[src/pkg/pief_pkg.sv]
// Constants shared by the peripheral interrupt enable and flag logic
package pief_pkg;

  // Avalon-MM slave geometry
  localparam int ADDR_W = 5;
  localparam int DATA_W = 32;
  localparam int REG_W = 8;

  // Byte addresses of the registers
  localparam logic [ADDR_W-1:0] OFF_ENABLE = 5'h00;
  localparam logic [ADDR_W-1:0] OFF_FLAGS = 5'h04;
  localparam logic [ADDR_W-1:0] OFF_CORE_CTRL = 5'h08;
  localparam logic [ADDR_W-1:0] OFF_IRQ_STATUS = 5'h0c;
  localparam logic [ADDR_W-1:0] OFF_IRQ_MASK = 5'h10;

  // Source positions, shared by enable, flag, status and mask registers
  localparam int BIT_CONV_DONE = 6;
  localparam int BIT_CAPCMP = 5;
  localparam int BIT_COMPARATOR = 3;
  localparam int BIT_PERIOD_MATCH = 1;
  localparam int BIT_TIMER_A_OVF = 0;

  // Positions inside the core interrupt control register
  localparam int BIT_GLOBAL_EN = 7;
  localparam int BIT_PERIPH_MASTER_EN = 6;

  // Implemented positions for the full and the reduced variant
  localparam logic [REG_W-1:0] IMPL_FULL = 8'h6b;
  localparam logic [REG_W-1:0] IMPL_REDUCED = 8'h09;
  localparam logic [REG_W-1:0] CORE_CTRL_IMPL = 8'hc0;

  // Reset values
  localparam logic [REG_W-1:0] RST_ENABLE = 8'h00;
  localparam logic [REG_W-1:0] RST_FLAGS = 8'h00;
  localparam logic [REG_W-1:0] RST_CORE_CTRL = 8'h00;
  localparam logic [REG_W-1:0] RST_STATUS = 8'h00;
  localparam logic [REG_W-1:0] RST_MASK = 8'h00;

  // Width of the second timer count and period
  localparam int TIMER_B_W = 8;

  // Operating mode of the capture/compare unit
  typedef enum logic [1:0] {
    CC_OFF = 2'h0,
    CC_CAPTURE = 2'h1,
    CC_COMPARE = 2'h2,
    CC_PWM = 2'h3
  } pief_ccmode_t;

endpackage : pief_pkg

[src/verilog/pief_ctrl.sv]
// Peripheral interrupt enable, request flags and core request gating
//
// Decided for this implementation: the Avalon-MM interface to the registers and the register addresses.
`timescale 1ns/10ps
module pief_ctrl #(
  parameter bit REDUCED_VARIANT = 1'b0
) (
  input wire logic sys_clk,
  input wire logic rstn,

  // Avalon-MM slave
  input wire logic [pief_pkg::ADDR_W-1:0] avs_address,
  input wire logic avs_read,
  input wire logic avs_write,
  input wire logic [pief_pkg::DATA_W-1:0] avs_writedata,
  input wire logic [3:0] avs_byteenable,
  output logic [pief_pkg::DATA_W-1:0] avs_readdata,
  output logic avs_waitrequest,

  // Peripheral event sources, all on sys_clk
  input wire logic conv_done_evt,
  input wire logic capture_evt,
  input wire logic compare_evt,
  input wire pief_pkg::pief_ccmode_t capcmp_mode,
  input wire logic comparator_out,
  input wire logic [pief_pkg::TIMER_B_W-1:0] timer_b_count,
  input wire logic [pief_pkg::TIMER_B_W-1:0] timer_b_period,
  input wire logic timer_a_ovf_evt,

  // Request toward the core and summary interrupt
  output logic periph_irq,
  output logic irq
);
  import pief_pkg::*;

  // Implemented positions of the enable and flag registers
  localparam logic [REG_W-1:0] IMPL = REDUCED_VARIANT ? IMPL_REDUCED : IMPL_FULL;

  // Register file
  logic [REG_W-1:0] periph_enable_reg;
  logic [REG_W-1:0] periph_flag_reg;
  logic [REG_W-1:0] core_irq_ctrl_reg;
  logic [REG_W-1:0] irq_status_reg;
  logic [REG_W-1:0] irq_mask_reg;

  // Bus handshake
  logic waitrequest_reg;
  logic [DATA_W-1:0] readdata_reg;
  logic bus_ack;
  logic wr_ack;
  logic rd_ack;
  logic low_lane;

  // Event detection
  logic comparator_prev_reg;
  logic comparator_seen_reg;
  logic period_match_prev_reg;
  logic period_match_now;
  logic [REG_W-1:0] event_vec;

  // Outputs
  logic periph_irq_reg;
  logic irq_reg;
  logic periph_irq_next;
  logic irq_next;
  logic global_irq_en;
  logic periph_master_en;

  // Next values
  logic [REG_W-1:0] periph_enable_next;
  logic [REG_W-1:0] periph_flag_next;
  logic [REG_W-1:0] core_irq_ctrl_next;
  logic [REG_W-1:0] irq_status_next;
  logic [REG_W-1:0] irq_mask_next;
  logic [DATA_W-1:0] readdata_next;

  // Register strobes, decoded once from the answered access
  logic wr_enable;
  logic wr_flags;
  logic wr_core_ctrl;
  logic wr_mask;
  logic rd_status;

  // Qualified events, one per source
  logic conv_evt;
  logic capcmp_evt;
  logic comparator_evt;
  logic match_evt;
  logic ovf_evt;

  // Enabled flags that are pending toward the core
  logic [REG_W-1:0] pending_vec;

  // Address match, used by every register decode
  function automatic logic addr_is(
    input logic [ADDR_W-1:0] addr,
    input logic [ADDR_W-1:0] off
  );
    addr_is = (addr == off);
  endfunction : addr_is

  // Zero-extend a register onto the data bus
  function automatic logic [DATA_W-1:0] widen(input logic [REG_W-1:0] value);
    widen = {{(DATA_W-REG_W){1'b0}}, value};
  endfunction : widen

  // Write strobe of one register: completed write, low byte lane, matching offset
  function automatic logic wr_hit(
    input logic ack,
    input logic lane,
    input logic [ADDR_W-1:0] addr,
    input logic [ADDR_W-1:0] off
  );
    wr_hit = ack & lane & addr_is(addr, off);
  endfunction : wr_hit

  // Bus handshake: one wait state, then waitrequest low for one cycle
  assign bus_ack = (avs_read | avs_write) & waitrequest_reg;
  // A write lands only at the edge where the master sees waitrequest low
  assign wr_ack = avs_write & ~waitrequest_reg;
  // Reads are captured one edge early so the data stand while waitrequest is low
  assign rd_ack = bus_ack & avs_read;
  assign low_lane = avs_byteenable[0];

  // Per-register strobes
  assign wr_enable = wr_hit(wr_ack, low_lane, avs_address, OFF_ENABLE);
  assign wr_flags = wr_hit(wr_ack, low_lane, avs_address, OFF_FLAGS);
  assign wr_core_ctrl = wr_hit(wr_ack, low_lane, avs_address, OFF_CORE_CTRL);
  assign wr_mask = wr_hit(wr_ack, low_lane, avs_address, OFF_IRQ_MASK);
  assign rd_status = rd_ack & addr_is(avs_address, OFF_IRQ_STATUS);

  always_ff @(posedge sys_clk) begin
    if (!rstn) begin
      waitrequest_reg <= 1'b1;
    end else begin
      waitrequest_reg <= ~bus_ack;
    end
  end

  // Event detection
  assign period_match_now = (timer_b_count == timer_b_period);

  // Comparator edge needs a primed previous value to avoid a false change after reset
  always_ff @(posedge sys_clk) begin
    if (!rstn) begin
      comparator_prev_reg <= 1'b0;
      comparator_seen_reg <= 1'b0;
    end else begin
      comparator_prev_reg <= comparator_out;
      comparator_seen_reg <= 1'b1;
    end
  end

  // A match that lasts several cycles counts once
  always_ff @(posedge sys_clk) begin
    if (!rstn) begin
      period_match_prev_reg <= 1'b1;
    end else begin
      period_match_prev_reg <= period_match_now;
    end
  end

  assign conv_evt = conv_done_evt;
  // Pulse-width and off modes raise no capture/compare event
  assign capcmp_evt = (capture_evt & (capcmp_mode == CC_CAPTURE)) |
                      (compare_evt & (capcmp_mode == CC_COMPARE));
  assign comparator_evt = comparator_seen_reg &
                          (comparator_out != comparator_prev_reg);
  assign match_evt = period_match_now & ~period_match_prev_reg;
  assign ovf_evt = timer_a_ovf_evt;

  // Positions of a variant without the source never see an event
  always_comb begin
    event_vec = '0;
    event_vec[BIT_CONV_DONE] = conv_evt;
    event_vec[BIT_CAPCMP] = capcmp_evt;
    event_vec[BIT_COMPARATOR] = comparator_evt;
    event_vec[BIT_PERIOD_MATCH] = match_evt;
    event_vec[BIT_TIMER_A_OVF] = ovf_evt;
    event_vec = event_vec & IMPL;
  end

  // Enable register
  always_comb begin
    periph_enable_next = periph_enable_reg;
    if (wr_enable) begin
      periph_enable_next = avs_writedata[REG_W-1:0] & IMPL;
    end
  end

  always_ff @(posedge sys_clk) begin
    if (!rstn) begin
      periph_enable_reg <= RST_ENABLE;
    end else begin
      periph_enable_reg <= periph_enable_next;
    end
  end

  // Flag register: software write, then events OR in on top
  // Writing one sets a flag from software, writing zero clears it
  always_comb begin
    periph_flag_next = periph_flag_reg;
    if (wr_flags) begin
      periph_flag_next = avs_writedata[REG_W-1:0] & IMPL;
    end
    periph_flag_next = periph_flag_next | event_vec;
  end

  always_ff @(posedge sys_clk) begin
    if (!rstn) begin
      periph_flag_reg <= RST_FLAGS;
    end else begin
      periph_flag_reg <= periph_flag_next;
    end
  end

  // Core interrupt control: global and peripheral master enables
  always_comb begin
    core_irq_ctrl_next = core_irq_ctrl_reg;
    if (wr_core_ctrl) begin
      core_irq_ctrl_next = avs_writedata[REG_W-1:0] & CORE_CTRL_IMPL;
    end
  end

  always_ff @(posedge sys_clk) begin
    if (!rstn) begin
      core_irq_ctrl_reg <= RST_CORE_CTRL;
    end else begin
      core_irq_ctrl_reg <= core_irq_ctrl_next;
    end
  end

  assign global_irq_en = core_irq_ctrl_reg[BIT_GLOBAL_EN];
  assign periph_master_en = core_irq_ctrl_reg[BIT_PERIPH_MASTER_EN];

  // Sticky status for the summary interrupt: cleared by reading it
  // The clear falls on the edge the read data are captured, so no event is lost
  always_comb begin
    irq_status_next = irq_status_reg;
    if (rd_status) begin
      irq_status_next = '0;
    end
    irq_status_next = irq_status_next | event_vec;
  end

  always_ff @(posedge sys_clk) begin
    if (!rstn) begin
      irq_status_reg <= RST_STATUS;
    end else begin
      irq_status_reg <= irq_status_next;
    end
  end

  always_comb begin
    irq_mask_next = irq_mask_reg;
    if (wr_mask) begin
      irq_mask_next = avs_writedata[REG_W-1:0] & IMPL;
    end
  end

  always_ff @(posedge sys_clk) begin
    if (!rstn) begin
      irq_mask_reg <= RST_MASK;
    end else begin
      irq_mask_reg <= irq_mask_next;
    end
  end

  // Read data, captured in the cycle waitrequest drops
  always_comb begin
    readdata_next = readdata_reg;
    if (rd_ack) begin
      if (addr_is(avs_address, OFF_ENABLE)) begin
        readdata_next = widen(periph_enable_reg & IMPL);
      end else if (addr_is(avs_address, OFF_FLAGS)) begin
        readdata_next = widen(periph_flag_reg & IMPL);
      end else if (addr_is(avs_address, OFF_CORE_CTRL)) begin
        readdata_next = widen(core_irq_ctrl_reg);
      end else if (addr_is(avs_address, OFF_IRQ_STATUS)) begin
        readdata_next = widen(irq_status_reg);
      end else if (addr_is(avs_address, OFF_IRQ_MASK)) begin
        readdata_next = widen(irq_mask_reg);
      end else begin
        readdata_next = '0;
      end
    end
  end

  always_ff @(posedge sys_clk) begin
    if (!rstn) begin
      readdata_reg <= '0;
    end else begin
      readdata_reg <= readdata_next;
    end
  end

  // Request toward the core and summary interrupt
  assign pending_vec = periph_flag_reg & periph_enable_reg;

  always_comb begin
    periph_irq_next = |pending_vec;
    periph_irq_next = periph_irq_next & periph_master_en;
    periph_irq_next = periph_irq_next & global_irq_en;
  end

  assign irq_next = |(irq_status_reg & irq_mask_reg);

  always_ff @(posedge sys_clk) begin
    if (!rstn) begin
      periph_irq_reg <= 1'b0;
    end else begin
      periph_irq_reg <= periph_irq_next;
    end
  end

  always_ff @(posedge sys_clk) begin
    if (!rstn) begin
      irq_reg <= 1'b0;
    end else begin
      irq_reg <= irq_next;
    end
  end

  assign avs_waitrequest = waitrequest_reg;
  assign avs_readdata = readdata_reg;
  assign periph_irq = periph_irq_reg;
  assign irq = irq_reg;

endmodule : pief_ctrl

[config.mk]
export PLATFORM = sky130hd
export DESIGN_NAME = pief_ctrl
export DESIGN_NICKNAME = d
export VERILOG_FILES = /design/src/pkg/pief_pkg.sv /design/src/verilog/pief_ctrl.sv
export SDC_FILE = /design/constraint.sdc
export NUM_CORES = 1
export LEC_CHECK = 0
export BUFFER_PORTS_ARGS = -buffer_cell sky130_fd_sc_hd__buf_2
export CAP_MARGIN = 30
export CORE_ASPECT_RATIO = 0.75
export CORE_MARGIN = 4
export CORE_UTILIZATION = 41
export CTS_BUF_LIST = sky130_fd_sc_hd__clkbuf_8
export CTS_CLUSTER_SIZE = 16
export DETAILED_ROUTE_END_ITERATION = 8
export PLACE_DENSITY = 0.79
export SLEW_MARGIN = 5
export SYNTH_ARGS = -nofsm -noshare
export SYNTH_HDL_FRONTEND = slang
export SYNTH_SLANG_ARGS = --single-unit
export TNS_END_PERCENT = 1
[constraint.sdc]
create_clock -name sys_clk -period 1.5 [get_ports sys_clk]
set_input_delay 0.3 -clock sys_clk [delete_from_list [all_inputs] [get_ports sys_clk]]
set_output_delay 0.3 -clock sys_clk [all_outputs]
set_load 0.02 [all_outputs]
==> qor_table.md, run 1 <==
| Item | Value |
|:---|:---|
| Antenna diodes | 0 |
| TritonRoute pass-1 iters | 8 |
| Sum of internal, switching and leakage power | 1940 uW |
| Non-Filler Instances | 325 |
| Area of the mapped netlist | 1760 sq um |
| Pwr per Cell Area | 875 nW/um^2 |
| Met2 wire length | 1.85 mm |
| Max Clock Freq | 689 MHz |
| Total cell area at the placement stage | 2110 sq um |
| Critical Path Start Type | register |
| Static power due to leakage | 0.00103 uW |
| Residual DRC count | 0 |
| Aggregate routed wire length | 4.35 mm |
| Shortest clock period the worst path allows after layout | 1.45 ns |
| Run status | finished, final reports clean |
| Antenna-violating nets left | 0 |
| Global placement routability congestion | 0.883 |
| Data arrival at the endpoint of the critical path | 1.64 ns |
| Clk Latency, worst-skew pair | 0.29 ns |
| Number of placed cells counting well taps | 317 |
| Starting utilization of the core area | 42.8% |
| TritonCTS clock tree | built |
| Count of different cell masters after synthesis | 34 |
| Standard-cell rows | 20 |
| Flip-flop count of the largest register, all copies and words added | 6 |
| Total count of hold-check failures in the final report | 0 |
| Clock input transition at the sequential cells of the worst setup and hold paths | 0.07 ns |
| Max Fanout on Critical Path | 3 |
| Total number of vias | 1,600 |
| Setup-violating endpoint count in the final report | 0 |
| Worst Path Required | 1.69 ns |
| Clk root buf | clkbuf_8 |
| Setup repair after global routing missed its margin | false |
| Most frequent cells in the layout | buf_2 (47), dfxtp_1 (33), conb_1 (26), buf_4 (24) |
| Met3 wire length | 492 microns |
| Worst VDD drop | 0.473 mV |
| Number of nets at the end of the flow | 337 |
| Vias in the first global route | 1,452 |
| Largest net degree at the start of global routing | 15 |
| Leftover overflow at the end of global routing | 0 |
| Top cells by area in the synthesized netlist | dfxtp_1 (39%), buf_4 (12%), mux2i_1 (6.3%), xor2_1 (4.5%), a21oi_1 (4.3%) |
| Seq cells post-synth | 34 |
| Class of the most critical setup path | register to register |
| Global routing usage summed across all routing layers | 16.7% |
| Ys Warns | 0 |
| Violation count after the first detailed-route iteration | 223 |
| DR WL/cell | 13.4 microns |
| Final setup TNS | 0 ns |
| Element type at the critical path end | register |
| Number of violations of the max-capacitance limit | 0 |
| CTS sink count | 34 |
| Sequential area share after synthesis | 38.7% |
| Post-synth top area share | 38.7% |
| Most common cell after layout, fill and taps aside | buf_2 |
| Number of filler instances in the final layout | 402 |
| Final worst path period share | 96.8% |
| Die extent in y | 64.7 microns |
| Mapped Cells | 199 |
| H-tree levels | 2 |
| Die Wd | 83.6 microns |
| Finished Cell Area | 2210 sq um |
| Number of buffers created by CTS | 5 |
| Max Clock Skew | 0.00600 ns |
| Floorplan core area | 4100 sq um |
| WL met1 | 1.93 mm |
| Top-level port count | 103 |
| Post-CTS setup buffer count | 0 |
| Global-route wire length before repair | 6.99 mm |
| Hold WC Path Type | primary input to register |
| Final core utilization | 53.9% |
| Area growth from synthesis to layout | 25.8% |
| Synthesized area per cell | 8.83 sq um |
| Longest Clk Path Bufs | 2 |
| Port Buffers | 47 |
| Drt via density | 4.92 |
| Fraction of layout instances using a drive strength above 1 | 31.5% |
| Cell type with the largest total area after synthesis | dfxtp_1 |
| Final slew viol count | 0 |
| Die Area | 5410 sq um |
| Number of antenna violations at the first check in global routing | 0 |
| HPWL reported at the end of detailed placement | 3.47 mm |
| Top Metal Used | met4 |
==> area by class of cell <==
class / count / area (sq um) / area share, %
clock buffer: 6 / 82.6 / 3.74
clock inverter: 2 / 12.5 / 0.566
inverter: 3 / 11.3 / 0.509
multi-input combinational: 153 / 916 / 41.4
sequential: 34 / 684 / 31.0
tap: 55 / 68.8 / 3.11
timing repair buffer: 72 / 435 / 19.7
==> worst paths after layout <==
path | startpoint | to | slack (ns) | depth (start not counted)
setup reg to reg | avs_waitrequest | periph_flag_reg[5] | 0.05 | 4
setup / recovery | avs_waitrequest | periph_flag_reg[5] | 0.05 | 4
hold reg to reg | avs_readdata[7] | avs_readdata[7] | 0.45 | 2
hold / removal | avs_write | avs_waitrequest | 0.23 | 2
==> power by group <==
group          switching, uW  internal (uW)  total [uW]
sequential              18.4            928         946
clock                    332            368         700
combinational            172            117         289
total                    522           1410        1940
==> layer usage <==
layer,track usage [%],vias up
met3,4.57,8
met1,23.6,722
li1,-,794
met5,0,-
met2,23.6,76
met4,7.43,0
==> cell usage after synthesis <==
cell type,instances
o211ai_1,1
clkbuf_1,3
o22ai_1,2
xor2_1,9
a22oi_1,3
nor2_1,17
and4b_1,2
o21a_1,1
and3b_1,1
o21ai_0,2
nand3b_1,2
conb_1,1
buf_6,2
and2_1,3
a2111oi_0,1
inv_1,3
a222oi_1,6
buf_4,27
mux2_4,1
nor4_1,2
nand3_1,14
nor3_2,1
a2bb2oi_1,1
a21oi_1,15
nand2_1,17
o31ai_1,5
nand4_1,1
nor4_4,1
nor3b_1,1
mux2i_1,11
buf_2,2
and3_1,2
nand2b_1,5
dfxtp_1,34
==> kinds of logic after synthesis <==
group	count (synthesis)	share of synthesized area [%]
AOI/OAI and AO/OA	37	14.2
xor gates and xnor gates	9	4.48
other	1	0.213
and+or+nand+nor	69	20.6
DFF	34	38.7
muxes	12	7.12
buffers and inverters	37	14.7
==> stage by stage <==
stage | hold WS, ns | worst slack, ns
after floorplan | 0.328 | -0.0417
after global placement | 0.440 | -0.107
after detailed placement | 0.449 | -0.0957
after CTS | 0.220 | 0.0282
after global routing | 0.232 | 0.00150
final | 0.226 | 0.0480
==> critical path, stage by stage (launching register included) <==
cell     delay, ns
dfxtp_4       0.34
and3b_1       0.28
and3_2        0.27
mux2_4        0.31
o21a_1        0.16
==> timing repair <==
action                                  4_1_cts  5_1_grt
hold buffers                                  0        0
endpoints found under the setup margin        0        5
gates resized for setup                       0        2
Note: power is estimated with default switching activity, not from simulation.
==> inputs of run 2 (changes only) <==
==> config.mk (replaced) <==
export PLATFORM = sky130hd
export DESIGN_NAME = pief_ctrl
export DESIGN_NICKNAME = d
export VERILOG_FILES = /design/src/pkg/pief_pkg.sv /design/src/verilog/pief_ctrl.sv
export SDC_FILE = /design/constraint.sdc
export NUM_CORES = 1
export LEC_CHECK = 0
export BUFFER_PORTS_ARGS = -buffer_cell sky130_fd_sc_hd__buf_4
export CAP_MARGIN = 30
export CORE_ASPECT_RATIO = 0.75
export CORE_MARGIN = 4
export CORE_UTILIZATION = 39
export CTS_CLUSTER_SIZE = 16
export DETAILED_ROUTE_END_ITERATION = 8
export PLACE_DENSITY = 0.76
export SLEW_MARGIN = 5
export SYNTH_ARGS = -nofsm -noshare
export SYNTH_HDL_FRONTEND = slang
export SYNTH_SLANG_ARGS = --single-unit
export TNS_END_PERCENT = 1
==> qor_table.md, run 2 (same netlist as run 1, synthesis figures left out) <==
| Item | Value | vs previous |
|:---|:---|:---|
| Met3 global-route usage | 5.23% | +0.66 points |
| Die Wd | 85.5 microns | +2.3% |
| Total cell area at the placement stage | 2190 sq um | +3.4% |
| Slack of the worst reg-to-reg path | 0.08 ns | +0.03 ns |
| Number of nets at the end of the flow | 331 | -1.8% |
| Port Buffers | 47 | unchanged |
| Setup-violating endpoint count in the final report | 0 | unchanged |
| Residual DRC count | 0 | unchanged |
| Number of violations of the max-capacitance limit | 0 | unchanged |
| TritonCTS clock tree | built |  |
| Pwr per Cell Area | 834 nW/um^2 | -4.7% |
| HPWL reported at the end of detailed placement | 3.41 mm | -1.9% |
| Total number of vias | 1,578 | -1.4% |
| PnR worst setup slack | 0.0784 ns | +0.0304 ns |
| Static power due to leakage | 0.00103 uW | about the same |
| Clk Latency, worst-skew pair | 0.29 ns | about the same |
| Max Fanout on Critical Path | 3 | unchanged |
| Run status | finished, final reports clean |  |
| Clock input transition at the sequential cells of the worst setup and hold paths | 0.07 ns | about the same |
| Element type at the critical path end | register |  |
| Finished Cell Area | 2270 sq um | +2.5% |
| Die extent in y | 66.1 microns | +2.2% |
| Aggregate routed wire length | 4.34 mm | about the same |
| Standard-cell rows | 20 | unchanged |
| Violation count after the first detailed-route iteration | 178 | -20% |
| Clk root buf | clkbuf_8 |  |
| Number of filler instances in the final layout | 408 | +1.5% |
| Antenna-violating nets left | 0 | unchanged |
| Final slew viol count | 0 | unchanged |
| GR met2 Demand/Resource | 22.5% | -1.1 points |
| Starting utilization of the core area | 41.8% | -1.0 points |
| DR WL/cell | 13.7 microns | +2.1% |
| Data arrival at the endpoint of the critical path | 1.61 ns | -0.03 ns |
| Vias in the first global route | 1,433 | -1.3% |
| Post-CTS setup buffer count | 0 | unchanged |
| Global-route wire length before repair | 6.74 mm | -3.5% |
| Area growth from synthesis to layout | 29.0% |  |
| Die Area | 5660 sq um | +4.6% |
| Top-level port count | 103 | unchanged |
| Number of buffers created by CTS | 5 | unchanged |
| Shortest clock period the worst path allows after layout | 1.42 ns | -0.0304 ns |
| Number of placed cells counting well taps | 311 | -1.9% |
| Leftover overflow at the end of global routing | 0 | unchanged |
| Most heavily used metal layer in global routing | met2 |  |
| Class of the most critical setup path | register to register |  |
| Final worst path period share | 94.8% | -2.0 points |
| Hold WC Path Type | primary input to register |  |
| Most common cell after layout, fill and taps aside | buf_4 |  |
| Worst Path Required | 1.69 ns | about the same |
| Met1 routing resource usage after global routing | 21.4% | -2.2 points |
| Most frequent cells in the layout | buf_4 (65), dfxtp_1 (33), conb_1 (26), nor2_1 (17), nand2_1 (17) |  |
| Floorplan core area | 4200 sq um | +2.4% |
| Antenna diodes | 0 | unchanged |
| Number of antenna violations at the first check in global routing | 0 | unchanged |
| Flip-flop count of the largest register, all copies and words added | 6 | unchanged |
| Largest net degree at the start of global routing | 19 | +4 |
| Setup slack at placement | -0.0764 ns | +0.0193 ns |
| Critical Path Start Type | register |  |
| Max Clock Skew | 0.00579 ns | -0.000215 ns |
| H-tree levels | 2 | unchanged |
| CTS sink count | 34 | unchanged |
| Longest Clk Path Bufs | 2 | unchanged |
| Total count of hold-check failures in the final report | 0 | unchanged |
| Fraction of layout instances using a drive strength above 1 | 29.7% | -1.8 points |
| Non-Filler Instances | 318 | -2.2% |
| Global placement routability congestion | 0.955 | +8.1% |
| Global routing usage summed across all routing layers | 15.7% | -0.98 points |
| Drt via density | 4.96 | +0.80% |
| Max Clock Freq | 703 MHz | +2.1% |
| TritonRoute pass-1 iters | 6 | -2 |
| Worst VDD drop | 0.417 mV | -12% |
| Hold Buf Count CTS | 0 | unchanged |
| Setup repair after global routing missed its margin | false |  |
run 2: changes by cell type in the layout (fill, tap and decap cells not counted), sizes merged:
cell / previous run / this run
clkinv: 1 / 2
clkinvlp: 1 / 0
buf: 72 / 66
clkbuf: 6 / 5
run 2: worst max-delay path, cell delays in order (launching register included):
cell,delay (ns)
dfxtp_4,0.34
and3b_1,0.27
and3_2,0.25
mux2_4,0.31
o21a_1,0.16
run 2: layout make-up:
class	instances	area, sq um	share of cell area [%]
multi-input cells	153	916	40.4
flip-flops and latches	34	684	30.2
repair buffers	66	508	22.4
clock buffers	5	68.8	3.04
well taps	55	68.8	3.04
inverters	3	11.3	0.497
clock inverters	2	10.0	0.442
run 2: worst paths after layout:
check                  start                 end  cells after the start
min            conv_done_evt   irq_status_reg[6]                      3
max reg2reg  avs_waitrequest  periph_flag_reg[5]                      4
max          avs_waitrequest  periph_flag_reg[5]                      4
min reg2reg  avs_readdata[7]     avs_readdata[7]                      2
run 2: power by group:
group	internal [uW]	switching, uW
Clock	311	323
Combinational	139	172
Sequential	928	17.8
run 2: metal layers:
layer,routed length (microns),vias up
met4,89,0
li1,-,784
met2,1800,76
met1,1990,708
met5,0,-
met3,465,10
run 2: through the flow:
stage          hold WS, ns  TNS (ns)  util (%)  power [uW]
2_1_floorplan        0.328   -0.0417         -        1170
3_3_place_gp         0.444    -0.400      52.0        1270
3_5_place_dp         0.456    -0.409      52.0        1270
4_1_cts              0.218         0      53.9        1900
5_1_grt              0.226         0      53.9        1970
6_report             0.223         0      53.9        1890
run 2: repair_timing:
| item | 4_1_cts | 5_1_grt |
|---|---|---|
| setup endpoints to repair | 0 | 5 |
| gates resized for setup | 0 | 2 |
| hold endpoints to repair | 0 | 0 |
==> inputs of run 3 (changes only) <==
==> constraint.sdc (replaced) <==
create_clock -name sys_clk -period 1.5 [get_ports sys_clk]
set_input_delay 0.15 -clock sys_clk [delete_from_list [all_inputs] [get_ports sys_clk]]
set_output_delay 0.15 -clock sys_clk [all_outputs]
set_load 0.02 [all_outputs]
==> qor_table.md, run 3 (same netlist as run 1, synthesis figures left out) <==
| Item | Value | vs previous |
|:---|:---|:---|
| Finished Cell Area | 2220 sq um | -2.2% |
| Leftover overflow at the end of global routing | 0 | unchanged |
| Starting utilization of the core area | 41.8% | unchanged |
| Cells on Worst Hold Path | 2 | -1 |
| Global placement routability congestion | 0.901 | -5.7% |
| Crit path largest cell delay | 0.36 ns | +0.02 ns |
| Worst VDD drop | 0.448 mV | +7.4% |
| Clk root buf | clkbuf_8 |  |
| Max Clock Freq | 692 MHz | -1.6% |
| Number of nets at the end of the flow | 321 | -3.0% |
| Flip-flop count of the largest register, all copies and words added | 6 | unchanged |
| Met1 routing resource usage after global routing | 22.3% | +0.85 points |
| Top-level port count | 103 | unchanged |
| H-tree levels | 2 | unchanged |
| Residual DRC count | 0 | unchanged |
| Worst slack on hold paths | 0.0660 ns | -0.157 ns |
| Number of antenna violations at the first check in global routing | 0 | unchanged |
| Static power due to leakage | 0.000987 uW | -4.1% |
| Clk Latency, worst-skew pair | 0.28 ns | about the same |
| Area growth from synthesis to layout | 26.2% |  |
| Die extent in y | 66.1 microns | unchanged |
| Hold Path End | avs_waitrequest |  |
| Violation count after the first detailed-route iteration | 156 | -12% |
| PnR worst setup slack | 0.0546 ns | -0.0237 ns |
| Die Area | 5660 sq um | unchanged |
| Setup-violating endpoint count in the final report | 0 | unchanged |
| Cells along the critical path | and3b_2 -> and3_4 -> mux2_4 -> o21a_1 |  |
| Standard-cell rows | 20 | unchanged |
| Reg-to-reg critical path startpoint | avs_waitrequest |  |
| Worst hold start | avs_write |  |
| Setup repair after global routing missed its margin | false |  |
| Largest net degree at the start of global routing | 22 | +3 |
| Total number of vias | 1,531 | -3.0% |
| Critical R2R Capture | periph_flag_reg[5] |  |
| DR WL/cell | 14.1 microns | +3.5% |
| Run status | finished, final reports clean |  |
| Number of cells on the worst reg-to-reg path | 4 | unchanged |
| Final worst path period share | 96.4% | +1.6 points |
| Most frequent cells in the layout | buf_4 (56), dfxtp_1 (33), conb_1 (26), nor2_1 (17), nand2_1 (17) |  |
| Data arrival at the endpoint of the critical path | 1.63 ns | +0.02 ns |
| Number of buffers created by CTS | 5 | unchanged |
| Vias in the first global route | 1,391 | -2.9% |
| Setup slack at placement | 0.0207 ns | +0.0971 ns |
| Antenna diodes | 0 | unchanged |
| Most common cell after layout, fill and taps aside | buf_4 |  |
| Max Fanout on Critical Path | 6 | +3 |
| Global-route wire length before repair | 6.70 mm | -0.62% |
| Drt via density | 4.97 | +0.17% |
| Post-CTS setup buffer count | 0 | unchanged |
| Final slew viol count | 0 | unchanged |
| Global routing usage summed across all routing layers | 15.5% | -0.21 points |
| TritonCTS clock tree | built |  |
| Port Buffers | 47 | unchanged |
| Fraction of layout instances using a drive strength above 1 | 27.7% | -2.0 points |
| Most heavily used metal layer in global routing | met1 |  |
| Final setup TNS | 0 ns | unchanged |
| Critical path's slowest cell | dfxtp_4 |  |
| Number of violations of the max-capacitance limit | 0 | unchanged |
| Worst Path Required | 1.68 ns | about the same |
| Antenna-violating nets left | 0 | unchanged |
| Critical Path Start Type | register |  |
| Longest Clk Path Bufs | 2 | unchanged |
| Aggregate routed wire length | 4.36 mm | +0.25% |
| Shortest clock period the worst path allows after layout | 1.45 ns | +0.0237 ns |
| Max Clock Skew | 0.00575 ns | -0.0000336 ns |
| CTS sink count | 34 | unchanged |
| HPWL reported at the end of detailed placement | 3.40 mm | -0.22% |
| TritonRoute pass-1 iters | 7 | +1 |
| Class of the most critical setup path | register to register |  |
| Total cell area at the placement stage | 2100 sq um | -3.8% |
| Critical Path Start | avs_waitrequest |  |
| Element type at the critical path end | register |  |
| Total count of hold-check failures in the final report | 0 | unchanged |
| Number of filler instances in the final layout | 393 | -3.7% |
| Floorplan core area | 4200 sq um | unchanged |
| GR met2 Demand/Resource | 21.2% | -1.3 points |
| Hold WC Path Type | primary input to register |  |
| Slack of the worst reg-to-reg path | 0.05 ns | -0.02 ns |
| Die Wd | 85.5 microns | unchanged |
| Clock input transition at the sequential cells of the worst setup and hold paths | 0.07 ns | about the same |
| Pwr per Cell Area | 939 nW/um^2 | +13% |
| Met3 global-route usage | 5.23% | unchanged |
run 3: cell count changes in the layout (fill, tap and decap cells not counted), sizes merged:
cell,change
buf,-10
clkinv,-2
bufinv,+1
clkbuf,+1
run 3: worst max path at each step:
stage | endpoint | slack, ns
final | periph_flag_reg[5] | 0.05
after detailed placement | periph_flag_reg[5] | 0.02
after CTS | core_irq_ctrl_reg[7] | 0.05
after global routing | periph_flag_reg[5] | 0.01
after global placement | periph_flag_reg[5] | 0.03
after floorplan | periph_flag_reg[5] | -0.03
run 3: what timing repair did:
item,CTS,global route
endpoints found under the setup margin,1,1
gates resized for setup,1,1
hold buffers,0,0
run 3: layout make-up:
class                      count  area [sq um]  share of cell area [%]
multi-input combinational    153           921                    41.5
sequential                    34           684                    30.9
timing repair buffer          56           420                    19.0
clock buffer                   6          82.6                    3.72
tap                           55          68.8                    3.10
clock inverter                 1          30.0                    1.35
inverter                       3          11.3                   0.508
run 3: report_power, final:
group          internal [uW]  leakage [uW]  switching (uW)
combinational            122      0.000652             166
clock                    531     0.0000573             314
sequential               928      0.000278            21.9
run 3: worst max-delay path: cells and delay by family (launching register included):
family,cells,cell delay (ns)
simple gates,2,0.52
compound gates,1,0.16
mux,1,0.30
flops,1,0.36
run 3: through the flow:
step / std cells / utilization (%) / total power [uW]
finish: 308 / 52.8 / 2080
detailed placement: 301 / 50.0 / 1250
floorplan: 224 / - / 1170
global route: 308 / 52.8 / 2160
CTS: 308 / 52.7 / 2090
global placement: 301 / 50.0 / 1250
run 3: metal layers:
layer	wire length [microns]	vias to the layer above	part of all wire (%)
met1	1870	687	43
met3	616	4	14
met4	27	0	0.62
met2	1840	86	42
met5	0	-	0
li1	-	754	-
